### src/acc_pkg.sv
package acc_pkg;

    // ==========================================================
    // Register map (word addresses on a 32-bit Wishbone bus)
    // ==========================================================
    localparam logic [7:0] ACC_CTRL_A_OFF = 8'h06;
    localparam logic [7:0] ACC_CHSEL_OFF = 8'h07;
    localparam logic [7:0] ACC_TRIG_OFF = 8'h08;
    localparam logic [7:0] ACC_STATUS_OFF = 8'h09;
    localparam int ACC_CTRL_A_IDX = 6;
    localparam int ACC_CHSEL_IDX = 7;
    localparam int ACC_TRIG_IDX = 8;
    localparam int ACC_STATUS_IDX = 9;

    // ==========================================================
    // Control register A fields
    // ==========================================================
    localparam int ACC_EN_BIT = 7;
    localparam int ACC_START_BIT = 6;
    localparam int ACC_ATE_BIT = 5;
    localparam int ACC_DONE_BIT = 4;
    localparam int ACC_IE_BIT = 3;
    localparam logic [7:0] ACC_CTRL_A_RST = 8'h00;
    localparam logic [7:0] ACC_CHSEL_RST = 8'h00;

    // ==========================================================
    // Channel codes and conversion lengths
    // ==========================================================
    localparam logic [5:0] ACC_CH_GND = 6'h20;
    localparam logic [5:0] ACC_CH_REF = 6'h21;
    localparam logic [5:0] ACC_CH_TEMP = 6'h22;
    localparam logic [4:0] ACC_LONG_CYC = 5'd25;
    localparam logic [4:0] ACC_SHORT_CYC = 5'd13;

    // Source selection presented to the analog multiplexer
    typedef enum logic [3:0] {
        ACC_SRC_IN0 = 4'h0, ACC_SRC_IN1 = 4'h1, ACC_SRC_IN2 = 4'h2, ACC_SRC_IN3 = 4'h3,
        ACC_SRC_IN4 = 4'h4, ACC_SRC_IN5 = 4'h5, ACC_SRC_IN6 = 4'h6, ACC_SRC_IN7 = 4'h7,
        ACC_SRC_GND = 4'h8, ACC_SRC_REF = 4'h9, ACC_SRC_TEMP = 4'ha
    } acc_src_t;

    typedef struct packed {
        acc_src_t pos;
        acc_src_t neg;
        logic diff;
        logic gain20;
        logic temp_en;
    } acc_mux_t;

    typedef enum logic [1:0] {
        ACC_IDLE = 2'b00,
        ACC_CONV = 2'b01,
        ACC_DONE = 2'b11
    } acc_state_t;

endpackage

### src/acc_ctrl.sv
`timescale 1ns/1ps
// ==========================================================
// Summary of operation
// - Channel field changes during a conversion apply only after it completes.
// - Codes 0..7 route single-ended inputs 0..7.
// - Codes 32,33,34 select ground, 1.1V reference, temperature (sensor enabled).
// - Codes 8..31 are differential pairs; 40..63 the same pairs reversed.
// - Differential codes use bit 0 as gain: 0 gives 1x, 1 gives 20x.
// - Top bit swaps positive and negative on normal differential pairs.
// - Offset-calibration codes 35,36,38 tie inputs 0,3,7 to both sides.
// - Each differential code decodes to its tabulated pin pair.
// - Enable bit one turns the converter on, zero turns it off.
// - Clearing enable aborts a running conversion at once.
// - Start launches one conversion; free running chains further ones.
// - First conversion after enable takes 25 converter clocks, later 13.
// - Start reads one while busy; writing zero to it does nothing.
// - Control A holds enable,start,auto,done,irq-en,prescale; resets zero.
// - Done flag sets at completion, clears on vector ack or write one.
// - Prescale codes 0 and 1 divide by 2, then doubling up to 128.
// - With auto trigger set, a rising trigger edge seen while idle starts a conversion; edges during a conversion are ignored.
// ==========================================================
module acc_ctrl
    import acc_pkg::*;
(
    input wire logic mclk_in,
    input wire logic rst_in,
    // Wishbone classic slave
    input wire logic wb_cyc_in,
    input wire logic wb_stb_in,
    input wire logic wb_we_in,
    input wire logic [7:0] wb_adr_in,
    input wire logic [3:0] wb_sel_in,
    input wire logic [31:0] wb_dat_in,
    output logic [31:0] wb_dat_out,
    output logic wb_ack_out,
    // Trigger source (asynchronous) and interrupt vector acknowledge
    input wire logic trigger_in,
    input wire logic vector_ack_in,
    // Analog front end
    output acc_pkg::acc_mux_t mux_out,
    output logic conv_run_out,
    output logic sample_out,
    output logic conv_end_out,
    output logic done_irq_out
);
    import acc_pkg::*;

    // ==========================================================
    // Registers
    // ==========================================================
    logic en_r, ate_r, done_r, ie_r;
    logic [2:0] ps_r;
    logic [5:0] chsel_r;
    logic [1:0] chref_r;
    logic free_run_r;
    logic trig_s1_r, trig_s2_r, trig_d_r;
    logic first_r;
    logic [6:0] pre_cnt_r;
    logic [4:0] cyc_cnt_r;
    logic [4:0] cyc_len_r;
    acc_state_t state_r;
    acc_mux_t mux_r;
    logic ack_r;
    logic [31:0] rdat_r;

    logic access, wr, wr_ctrl, start_req, trig_rise, conv_tick, finish;
    logic [6:0] div_mask;

    // A request is taken once: ack blocks the following cycle, so a strobe
    // still held while the master sees ack is never taken as a second access
    assign access = wb_cyc_in & wb_stb_in & ~ack_r;
    assign wr = access & wb_we_in & wb_sel_in[0];
    assign wr_ctrl = wr && (wb_adr_in == ACC_CTRL_A_OFF);

    // ==========================================================
    // Channel decode
    // ==========================================================
    function automatic acc_src_t pin(input logic [2:0] n);
        return acc_src_t'({1'b0, n});
    endfunction

    // Priority follows the code map: single-ended first, then the three fixed
    // sources, then offset calibration, and whatever is left is a pair.
    // Reserved codes 37 and 39 fall into the offset-calibration decode rather than leaving the mux open.
    function automatic acc_mux_t decode(input logic [5:0] c);
        acc_mux_t m;
        logic [4:0] pair;
        m = '{pos: ACC_SRC_GND, neg: ACC_SRC_GND, diff: 1'b0, gain20: 1'b0, temp_en: 1'b0};
        pair = {c[4:1], 1'b0};
        if (c[5:3] == 3'b000) begin
            m.pos = pin(c[2:0]);
        end else if (c == ACC_CH_GND) begin
            m.pos = ACC_SRC_GND;
        end else if (c == ACC_CH_REF) begin
            m.pos = ACC_SRC_REF;
        end else if (c == ACC_CH_TEMP) begin
            m.pos = ACC_SRC_TEMP;
            m.temp_en = 1'b1;
        end else if (c[5:3] == 3'b100) begin
            // Offset calibration: same pin on both sides
            m.diff = 1'b1;
            m.gain20 = (c[2:0] == 3'b011) | c[0];
            case (c[2:1])
                2'b01: m.pos = ACC_SRC_IN0;
                2'b10: m.pos = ACC_SRC_IN3;
                default: m.pos = ACC_SRC_IN7;
            endcase
            m.neg = m.pos;
        end else begin
            m.diff = 1'b1;
            m.gain20 = c[0];
            // Pair table by c[4:1] for codes 8..31
            case (pair)
                5'd8: begin m.pos = ACC_SRC_IN0; m.neg = ACC_SRC_IN1; end
                5'd10: begin m.pos = ACC_SRC_IN0; m.neg = ACC_SRC_IN3; end
                5'd12: begin m.pos = ACC_SRC_IN1; m.neg = ACC_SRC_IN2; end
                5'd14: begin m.pos = ACC_SRC_IN1; m.neg = ACC_SRC_IN3; end
                5'd16: begin m.pos = ACC_SRC_IN2; m.neg = ACC_SRC_IN3; end
                5'd18: begin m.pos = ACC_SRC_IN3; m.neg = ACC_SRC_IN4; end
                5'd20: begin m.pos = ACC_SRC_IN3; m.neg = ACC_SRC_IN5; end
                5'd22: begin m.pos = ACC_SRC_IN3; m.neg = ACC_SRC_IN6; end
                5'd24: begin m.pos = ACC_SRC_IN3; m.neg = ACC_SRC_IN7; end
                5'd26: begin m.pos = ACC_SRC_IN4; m.neg = ACC_SRC_IN5; end
                5'd28: begin m.pos = ACC_SRC_IN5; m.neg = ACC_SRC_IN6; end
                default: begin m.pos = ACC_SRC_IN6; m.neg = ACC_SRC_IN7; end
            endcase
            if (c[5]) begin
                // Reversed pair
                m.pos = m.neg;
                m.neg = decode_pos(pair);
            end
        end
        return m;
    endfunction

    // Positive side of a normal pair; the reversed codes need it as their
    // negative side, so it is kept apart from the main table
    function automatic acc_src_t decode_pos(input logic [4:0] pair);
        case (pair)
            5'd8, 5'd10: return ACC_SRC_IN0;
            5'd12, 5'd14: return ACC_SRC_IN1;
            5'd16: return ACC_SRC_IN2;
            5'd18, 5'd20, 5'd22, 5'd24: return ACC_SRC_IN3;
            5'd26: return ACC_SRC_IN4;
            5'd28: return ACC_SRC_IN5;
            default: return ACC_SRC_IN6;
        endcase
    endfunction

    // ==========================================================
    // Prescaler
    // ==========================================================
    function automatic logic [6:0] ps_mask(input logic [2:0] s);
        // Divide by 2^max(s,1); mask holds divisor minus one
        return (s == 3'd0) ? 7'h01 : 7'((8'h01 << s) - 8'h01);
    endfunction

    // Held at zero outside a conversion so each one starts on a fresh phase;
    // the cost is that the divider cannot be shared with other users
    assign div_mask = ps_mask(ps_r);
    assign conv_tick = en_r && (pre_cnt_r == div_mask);

    always_ff @(posedge mclk_in) begin
        if (rst_in || !en_r || state_r != ACC_CONV) begin
            pre_cnt_r <= 7'h00;
        end else if (conv_tick) begin
            pre_cnt_r <= 7'h00;
        end else begin
            pre_cnt_r <= pre_cnt_r + 7'h01;
        end
    end

    // ==========================================================
    // Trigger edge (external domain, two flops first)
    // ==========================================================
    always_ff @(posedge mclk_in) begin
        if (rst_in) begin
            trig_s1_r <= 1'b0;
            trig_s2_r <= 1'b0;
            trig_d_r <= 1'b0;
        end else begin
            trig_s1_r <= trigger_in;
            trig_s2_r <= trig_s1_r;
            trig_d_r <= trig_s2_r;
        end
    end
    // Edge taken from the second stage only; a pulse shorter than one clock
    // may be lost, a limitation the trigger source must respect
    assign trig_rise = trig_s2_r & ~trig_d_r;

    // Start from software (write one only) or auto trigger edge
    assign start_req = (wr_ctrl && wb_dat_in[ACC_START_BIT])
        || (ate_r && trig_rise);

    // ==========================================================
    // Conversion sequencer
    // ==========================================================
    // Completion on the last converter tick of the chosen length; the done state
    // lasts one clock so the end pulse and the flag set line up
    // Disable has priority over every state so an abort is never deferred
    assign finish = (state_r == ACC_CONV) && conv_tick && (cyc_cnt_r == cyc_len_r - 5'd1);

    always_ff @(posedge mclk_in) begin
        if (rst_in) begin
            state_r <= ACC_IDLE;
            cyc_cnt_r <= 5'd0;
            cyc_len_r <= ACC_SHORT_CYC;
            first_r <= 1'b1;
        end else if (wr_ctrl && !wb_dat_in[ACC_EN_BIT]) begin
            state_r <= ACC_IDLE;
            first_r <= 1'b1;
            cyc_cnt_r <= 5'd0;
        end else begin
            case (state_r)
                ACC_IDLE: begin
                    // Enable may arrive in the same write as start
                    if (start_req && (en_r || (wr_ctrl && wb_dat_in[ACC_EN_BIT]))) begin
                        state_r <= ACC_CONV;
                        cyc_cnt_r <= 5'd0;
                        cyc_len_r <= first_r ? ACC_LONG_CYC : ACC_SHORT_CYC;
                        first_r <= 1'b0;
                    end
                end
                ACC_CONV: begin
                    if (finish) begin
                        state_r <= ACC_DONE;
                    end else if (conv_tick) begin
                        cyc_cnt_r <= cyc_cnt_r + 5'd1;
                    end
                end
                default: begin
                    // Free running re-arms with a short conversion
                    if (free_run_r) begin
                        state_r <= ACC_CONV;
                        cyc_cnt_r <= 5'd0;
                        cyc_len_r <= ACC_SHORT_CYC;
                    end else begin
                        state_r <= ACC_IDLE;
                    end
                end
            endcase
        end
    end

    // Free running: auto trigger on and bit 0 of the trigger register written one
    // Dropping enable or auto trigger clears it, so a re-enable never chains
    // conversions unless software asks for it again
    always_ff @(posedge mclk_in) begin
        if (rst_in || !ate_r || !en_r) begin
            free_run_r <= 1'b0;
        end else if (wr && wb_adr_in == ACC_TRIG_OFF) begin
            free_run_r <= wb_dat_in[0];
        end
    end

    // ==========================================================
    // Control register A
    // ==========================================================
    always_ff @(posedge mclk_in) begin
        if (rst_in) begin
            {en_r, ate_r, ie_r, ps_r} <= {ACC_CTRL_A_RST[7], ACC_CTRL_A_RST[5],
                ACC_CTRL_A_RST[3], ACC_CTRL_A_RST[2:0]};
        end else if (wr_ctrl) begin
            // Start and done are not stored here: start is the busy state and
            // done has its own set and clear logic below
            en_r <= wb_dat_in[ACC_EN_BIT];
            ate_r <= wb_dat_in[ACC_ATE_BIT];
            ie_r <= wb_dat_in[ACC_IE_BIT];
            ps_r <= wb_dat_in[2:0];
        end
    end

    // Set wins over both clears, so a completion racing a clear is not lost
    always_ff @(posedge mclk_in) begin
        if (rst_in) begin
            done_r <= ACC_CTRL_A_RST[ACC_DONE_BIT];
        end else if (finish) begin
            done_r <= 1'b1;
        end else if (vector_ack_in || (wr_ctrl && wb_dat_in[ACC_DONE_BIT])) begin
            done_r <= 1'b0;
        end
    end

    // ==========================================================
    // Channel select and staged mux controls
    // ==========================================================
    always_ff @(posedge mclk_in) begin
        if (rst_in) begin
            chsel_r <= ACC_CHSEL_RST[5:0];
            chref_r <= ACC_CHSEL_RST[7:6];
        end else if (wr && wb_adr_in == ACC_CHSEL_OFF) begin
            chsel_r <= wb_dat_in[5:0];
            chref_r <= wb_dat_in[7:6];
        end
    end

    // Held through a conversion so the front end never sees a mid-sample change
    always_ff @(posedge mclk_in) begin
        if (rst_in) begin
            mux_r <= decode(ACC_CHSEL_RST[5:0]);
        end else if (state_r != ACC_CONV) begin
            mux_r <= decode(chsel_r);
        end
    end

    // ==========================================================
    // Wishbone read and ack
    // ==========================================================
    always_ff @(posedge mclk_in) begin
        if (rst_in) begin
            ack_r <= 1'b0;
            rdat_r <= 32'h0;
        end else begin
            ack_r <= access;
            if (access && !wb_we_in) begin
                if (wb_adr_in == ACC_CTRL_A_OFF) begin
                    rdat_r <= {24'h0, en_r, state_r != ACC_IDLE, ate_r, done_r, ie_r, ps_r};
                end else if (wb_adr_in == ACC_CHSEL_OFF) begin
                    rdat_r <= {24'h0, chref_r, chsel_r};
                end else if (wb_adr_in == ACC_TRIG_OFF) begin
                    rdat_r <= {31'h0, free_run_r};
                end else if (wb_adr_in == ACC_STATUS_OFF) begin
                    // Bit 5 is unused and reads zero
                    rdat_r <= {19'h0, cyc_cnt_r, state_r, 1'b0, first_r, mux_r.pos};
                end else begin
                    rdat_r <= 32'h0;
                end
            end
        end
    end

    // ==========================================================
    // Outputs
    // ==========================================================
    // Run and end are decoded from the state register, so they change only on
    // clock edges and carry no glitch into the front end
    assign wb_ack_out = ack_r;
    assign wb_dat_out = rdat_r;
    assign mux_out = mux_r;
    assign conv_run_out = (state_r == ACC_CONV);
    assign sample_out = en_r;
    assign conv_end_out = (state_r == ACC_DONE);
    assign done_irq_out = done_r & ie_r;

endmodule // acc_ctrl

### config.mk
export PLATFORM = sky130hd
export DESIGN_NAME = acc_ctrl
export DESIGN_NICKNAME = d
export VERILOG_FILES = /design/src/acc_pkg.sv /design/src/acc_ctrl.sv
export SDC_FILE = /design/constraint.sdc
export NUM_CORES = 1
export LEC_CHECK = 0
export BUFFER_PORTS_ARGS = -buffer_cell sky130_fd_sc_hd__buf_2
export CAP_MARGIN = 25
export CORE_ASPECT_RATIO = 0.6
export CORE_MARGIN = 2
export CORE_UTILIZATION = 31
export DETAILED_ROUTE_END_ITERATION = 8
export SYNTH_ARGS = -nofsm -noshare
export SYNTH_HDL_FRONTEND = slang
export SYNTH_SLANG_ARGS = --single-unit
### constraint.sdc
create_clock -name mclk_in -period 5.5 [get_ports mclk_in]
set_input_delay 1.1 -clock mclk_in [delete_from_list [all_inputs] [get_ports mclk_in]]
set_output_delay 1.1 -clock mclk_in [all_outputs]
set_load 0.1 [all_outputs]
After elaboration in Yosys (flattened, before gate mapping):

Memories as Yosys holds them, arrays and structs flattened. A register that Yosys moved wholly into a read port is not among the register bits.
Cells that the tools add are included.

* bits in registers: 83
* ROM bits: 288
* input port bits: 51
* logic and storage cells: 134
* memories: 2

Memory list
* (no name shown): depth 32, bits a word 6, read ports 1, clocked after Yosys merged registers in 1, write ports 0, line acc_ctrl.sv:113 `case (pair)`
* (no name shown): depth 32, bits a word 3, read ports 1, clocked after Yosys merged registers in 1, write ports 0, line acc_ctrl.sv:139 `case (pair)`

* add/subtract/negate cells: 4
* equality and inequality tests: 20
* shifts and indexed selects: 1
* muxes and demuxes: 36
* bitwise operators: 11
* reduce and logical (&&, ||, !) cells: 37

Operator list (number)
* 5-bit two-way mux: 11
* 13-bit two-way mux: 4
* 7-bit two-way mux: 4
* 5-bit case mux with 2 select lines: 2
* 6-bit equality test (second input constant): 3
* 8-bit by 3-bit equality test with 1-bit output (second input constant): 2
* 8-bit by 4-bit equality test with 1-bit output (second input constant): 2
* 4-bit two-way mux: 4
* 1-bit logical AND: 13
* 10-bit two-way mux: 1
* 8-bit two-way mux: 1
* 4-bit AND reduction: 2
* 7-bit by 1-bit adder with 7-bit output (second input constant): 1
* 7-bit equality test: 1
* 1-bit logical OR: 7
* 1-bit by 3-bit left shift with 7-bit output (first input constant): 1
* 7-bit by 1-bit subtractor with 7-bit output (second input constant): 1
* 1-bit AND: 6
* 3-bit logical NOT: 2
* 6-bit two-way mux: 1
* 2-bit by 1-bit != test with 1-bit output (second input constant): 3
* 3-bit case mux with 2 select lines: 1
* 2-bit nonzero test: 3
* 5-bit by 1-bit adder with 5-bit output (second input constant): 1
* other kinds (17): 32

Depth between registers and ports, before layout:

Gate-level depths: netlist of run 1.

* word-level depth: 10
* gate-level depth with buffers: 12

Worst setup path after synthesis of run 1:

Ideal clock, no wire load.

* path kind: input to register
* start point: in wb_adr_in[5]
* end point: reg (tool-made name)
* setup time: 0.116 ns
* arrival: 3.472 ns
* setup slack: 1.912 ns
* stages: 11
* path buffers: 2
* cells stage by stage: or4_4 buf_6 nor2_8 and3_4 buf_12 mux2i_1 nor2_1 inv_1 ha_1 or4_4 o211a_1

RTL lines
* start: declaration: line acc_ctrl.sv:31 `input wire logic [7:0] wb_adr_in,`

==> run metrics, run 1 <==
outcome finished, final reports clean; fillcell total 1091; synth unique cells 59; hold path startpoint trig_s1_r$_SDFF_PP0_; Nets 506; vias in the first global route 2740; minimum clock period 3580 ps; input/output buffers 52; largest net degree at the start of global routing 55; htree depth 3; Post-synth EDFFs 0; Hold Path End trig_s2_r$_SDFF_PP0_; worst endpoint required time 5720 ps; worst skew pair latency 330 ps; RSZ-0062 raised after global routing no; Finished Layout Cells 592; Final period util 65.2%; f_max 0.279 GHz; CP dominant cell by count or4_4; TritonCTS clock tree yes; hold buffers post-CTS 0; hpwl dp 6750 microns; family with the most delay on the worst path simple AND/OR/NAND/NOR gates; clock root buffer clkbuf_16; critical path data arrival time 3810 ps; post_cts resized 0; crit-path cells buf_2 > or4_4 > nor2_8 > and3_4 > mux2i_1 > nor2_1 > inv_1 > ha_1 > or4_4 > o211a_1; # IOs 99; global route total overflow 0; register area share after synthesis 39.1%; share of the synthesized area in the top cell type 39.1%; pre-CTS setup slack 1610 ps; number of diodes 0; CTS buffer count 9; Final Max Tran Viols 0; relative slew slack 34.3%; area growth from synthesis to layout 14.8%; Initial Util 32.4%; Final Power 1.13 mW; Commonest cells post-synth dfxtp_1, nor2_1, a21oi_1; Pre-antenna DRT Iters 5; asr flop ratio synth 0%; clk buf depth 2; Setup CP Type primary input to register; first-pass GRT wire length 14400 microns; postcts setup bufs 0; Worst Reg-to-Reg Cells 9; die height 86.1 microns; slowest stage cell, crit path or4_4; fraction of layout cells with a size suffix above 1 20.1%; Yosys reg bits 68; pwr dens 283 nW/um^2; Max Cap Viol 0; Total Wirelength 9030 microns; yosys warns 0; Buf/Inv on CP 2; Leak 1.63 nW; core area 10700 sq um; reg2reg start wb_ack_out$_SDFF_PP0_; Synth area leaders dfxtp_1, nor2_1, a21oi_1; Final Util 37.2%; All-Layer GR Usage 15.5%; initial antenna violation count 0; Mapped Cells 408; Worst Tran Pin Value 986 ps; post-route setup slack 1920 ps; post-detailed-route count of antenna-violating nets 0; per-cell routed wire length 15.2 microns; Post-Syn Area per Cell 8.53 sq um; Hold Vio Cnt, Final 0; most frequent cell after synthesis dfxtp_1; VDD IR max 0.000139 V; worst-path fanout max 11; Clock Skews 3.77 ps; placed cells 576; synthesized area 3480 sq um; Clk pin slew, worst setup/hold paths 50 ps; # DRC 0; Final setup viols 0; CP Capture Type register; leading area contributor after synthesis dfxtp_1; CP peak stage delay 630 ps; die footprint 12100 sq um; CP Launch Type primary input; vias per cell 5.07; reg-to-reg setup timing slack 2850 ps; TritonCTS Sinks 68; Tightest Hold Check Type register to register; die width 141 microns; Setup TNS Final 0 ps; hold path depth 1; Main synth FF type dfxtp_1; GP Congestion 0.820; iteration-0 DRC count of the detailed router 196; # rows 29; vias 3003
## where the power goes
group	internal [mW]	leakage, nW	switching (mW)	total (mW)
clock network	0.316	0.131	0.200	0.516
logic	0.0144	0.949	0.102	0.117
registers	0.497	0.549	0.00173	0.498
## per-layer routing
layer / up-vias / share of wire, % / GRT usage (%)
li1: 1479 / - / -
met1: 1416 / 53 / 23.1
met2: 101 / 39 / 21.2
met3: 7 / 7.4 / 5.08
met4: 0 / 0.64 / 4.09
met5: - / 0 / 0
## cells in the final DEF, fill, tap and decap left out, types with 6 or more instances in the layout
cell type / count
a21oi_1: 36
and2_1: 6
buf_2: 52
clkbuf_16: 9
conb_1: 19
dfxtp_1: 68
ha_1: 7
inv_1: 14
mux2i_1: 18
nand2_1: 29
nand3_1: 16
nor2_1: 56
nor3_1: 8
o21ai_0: 9
or2_2: 7
or4_1: 6
xnor2_1: 6
## worst max path at each step
stage | slack [ps] | end | from | cells past startpoint
6_report | 1920 | register | wb_adr_in[5] | 10
2_1_floorplan | 1910 | register | wb_adr_in[5] | 11
4_1_cts | 1970 | register | wb_adr_in[5] | 10
5_1_grt | 1820 | register | wb_adr_in[5] | 10
3_5_place_dp | 1610 | register | wb_adr_in[5] | 10
3_3_place_gp | 1650 | register | wb_adr_in[5] | 10
## layout make-up
class / count / area (sq um) / area share (%)
Multi-Input combinational cell: 302 / 1880 / 47.0
Sequential cell: 68 / 1360 / 34.0
Timing Repair Buffer: 53 / 268 / 6.70
Clock buffer: 14 / 254 / 6.35
Tap cell: 139 / 174 / 4.35
Inverter: 14 / 52.6 / 1.31
Clock inverter: 2 / 10.0 / 0.250
## per-stage QoR
stage | area, sq um | hold WS [ps]
floorplan | 3550 | 414
global placement | 3730 | 424
detailed placement | 3730 | 428
CTS | 4000 | 441
global route | 4000 | 464
finish | 4000 | 435
## cell families (layout without fill, tap and decap cells)
family          after synthesis  after routing  synth area share [%]
xor+xnor                     11             11                  2.77
other cells                   1             19                 0.108
buf+inv                      56             83                  8.88
simple gates                161            161                  24.3
fa+ha+maj                     7              7                  2.52
compound gates               81             81                  15.5
flops                        68             68                  39.1
mux                          23             23                  6.86
No activity file was read; power rests on OpenSTA's default activity.
==> run 2: changes to the inputs <==
--- a/config.mk
+++ b/config.mk
@@ -5,6 +5,7 @@
 export SDC_FILE = /design/constraint.sdc
 export NUM_CORES = 1
 export LEC_CHECK = 0
+export ABC_AREA = 1
 export BUFFER_PORTS_ARGS = -buffer_cell sky130_fd_sc_hd__buf_2
 export CAP_MARGIN = 25
 export CORE_ASPECT_RATIO = 0.6
==> constraint.sdc (replaced) <==
create_clock -name mclk_in -period 3.1 [get_ports mclk_in]
set_input_delay 0.62 -clock mclk_in [delete_from_list [all_inputs] [get_ports mclk_in]]
set_output_delay 0.62 -clock mclk_in [all_outputs]
set_load 0.1 [all_outputs]
==> run 2 against run 1 <==
Compared with the run above: critical path depth down 5; first-iteration DRC count up 28%; clock-buffer cell count is 2 lower; synthesized cell count up 20%; routed wire length fell by 2.2%; register-to-register slack worse by 2000 ps; utilization up 1.1 points; sequential share of layout area decreased by 0.95 points; largest cell class unchanged; clock power is 100% higher; non-clock buffer count is 5 higher; cell count grew 16%.
==> run metrics, run 2 <==
outcome finished, final reports clean; TritonCTS Sinks 68; clk buf depth 2; die footprint 12100 sq um; number of diodes 0; Worst Tran Pin Value 508 ps; Hold Vio Cnt, Final 0; GP Congestion 0.786; reg2reg start wb_ack_out$_SDFF_PP0_; clock root buffer clkbuf_16; Hold Path End trig_s2_r$_SDFF_PP0_; Final period util 76.0%; post_cts resized 0; Post-Syn Area per Cell 7.12 sq um; CP Capture Type output port; area growth from synthesis to layout 18.2%; Finished Layout Cells 685; Initial Util 32.4%; register area share after synthesis 39.1%; asr flop ratio synth 0%; critical path data arrival time 1730 ps; core area 10700 sq um; CTS buffer count 9; # DRC 0; Nets 599; Main synth FF type dfxtp_1; worst endpoint required time 2480 ps; Yosys reg bits 68; vias in the first global route 2918; initial antenna violation count 0; CP Launch Type register; pwr dens 519 nW/um^2; worst skew pair latency 340 ps; f_max 0.425 GHz; TritonCTS clock tree yes; Synth area leaders dfxtp_1, nand2_1, inv_1; largest net degree at the start of global routing 28; Max Cap Viol 0; # rows 29; Post-synth EDFFs 0; worst hold margin 402 ps; Clock Skews 6.37 ps; Leak 1.84 nW; commonest non-fill, non-tap cell in the layout nand2_1; vias 3190; Tightest Hold Check Type register to register; Commonest cells post-synth nand2_1, dfxtp_1, inv_1; die height 86.1 microns; Worst Reg-to-Reg Cells 11; post-detailed-route count of antenna-violating nets 0; synth unique cells 38; Final Max Tran Viols 0; htree depth 3; share of the synthesized area in the top cell type 39.1%; first-pass GRT wire length 14400 microns; hold path depth 2; Setup CP Type register to output port; relative slew slack 65.9%; Total Wirelength 8830 microns; global route total overflow 0; vias per cell 4.66; die width 141 microns; iteration-0 DRC count of the detailed router 250; Final setup viols 0; input/output buffers 52; minimum clock period 2350 ps; Clk pin slew, worst setup/hold paths 60 ps; reg-to-reg setup timing slack 840 ps; most frequent cells in the layout nand2_1, dfxtp_1, buf_2, inv_1, nor2_1; fillcell total 1148; hold path startpoint trig_s1_r$_SDFF_PP0_; hpwl dp 6750 microns; Final Power 2.14 mW; yosys warns 0; Pre-antenna DRT Iters 4; VDD IR max 0.000281 V; fraction of layout cells with a size suffix above 1 18.9%; Setup TNS Final 0 ps; Mapped Cells 489; All-Layer GR Usage 15.3%; most frequent cell after synthesis nand2_1; synthesized area 3480 sq um; worst-path fanout max 13; RSZ-0062 raised after global routing no; placed cells 669; hold buffers post-CTS 0; leading area contributor after synthesis dfxtp_1; postcts setup bufs 0; per-cell routed wire length 12.9 microns; # IOs 99
-- run 2: how the worst max path moves through the flow --
stage / end / slack, ps / from / cells after the start
CTS: conv_run_out / 750 / state_r[1]$_SDFFE_PP0P_ / 5
global route: register / 560 / wb_adr_in[5] / 13
global placement: register / 500 / wb_adr_in[7] / 13
floorplan: register / 550 / wb_ack_out$_SDFF_PP0_ / 12
detailed placement: register / 410 / wb_adr_in[4] / 13
finish: conv_run_out / 750 / state_r[1]$_SDFFE_PP0P_ / 5
-- run 2: power by group --
| group | internal (mW) | total [mW] | switching [mW] |
|---|---|---|---|
| clock network | 0.663 | 1.04 | 0.379 |
| logic | 0.0258 | 0.209 | 0.183 |
| registers | 0.882 | 0.885 | 0.00347 |
| total | 1.57 | 2.14 | 0.566 |
-- run 2: area by class of cell --
cell class	count	area, sq um	share of cell area, %
Clock buffer	12	256	6.23
Clock inverter	4	47.5	1.16
Inverter	56	210	5.11
Multi-Input combinational cell	348	1760	42.8
Sequential cell	68	1360	33.1
Tap cell	139	174	4.23
Timing Repair Buffer	58	305	7.42
-- run 2: worst max-delay path, stage by stage (launching register included) --
cell and delay, ps:
dfxtp_1 340, inv_1 80, nand2_1 50, buf_4 180, inv_1 240, buf_2 490
-- run 2: metal layers --
metal  GRT usage, %  share of wire (%)  vias up
met4           4.36                1.2        0
met3           4.19                6.3       10
met1           21.5                 50     1444
li1               -                  -     1662
met2           23.2                 43       74
met5              0                  0        -
-- run 2: per-stage QoR --
step | utilization [%] | worst slack, ps | instance area [sq um]
after global routing | 38.3 | 557 | 4110
after global placement | 35.5 | 500 | 3810
after CTS | 38.3 | 748 | 4110
final | 38.3 | 745 | 4110
after floorplan | - | 553 | 3550
after detailed placement | 35.5 | 408 | 3810
-- run 2: logic make-up after synthesis --
group	after synthesis	share of synthesized area, %
and+or+nand+nor	226	29.0
buffers and inverters	91	12.3
AOI/OAI and AO/OA	87	14.7
DFF	68	39.1
xor gates and xnor gates	9	2.27
adders and majority gates	7	2.52
other	1	0.108
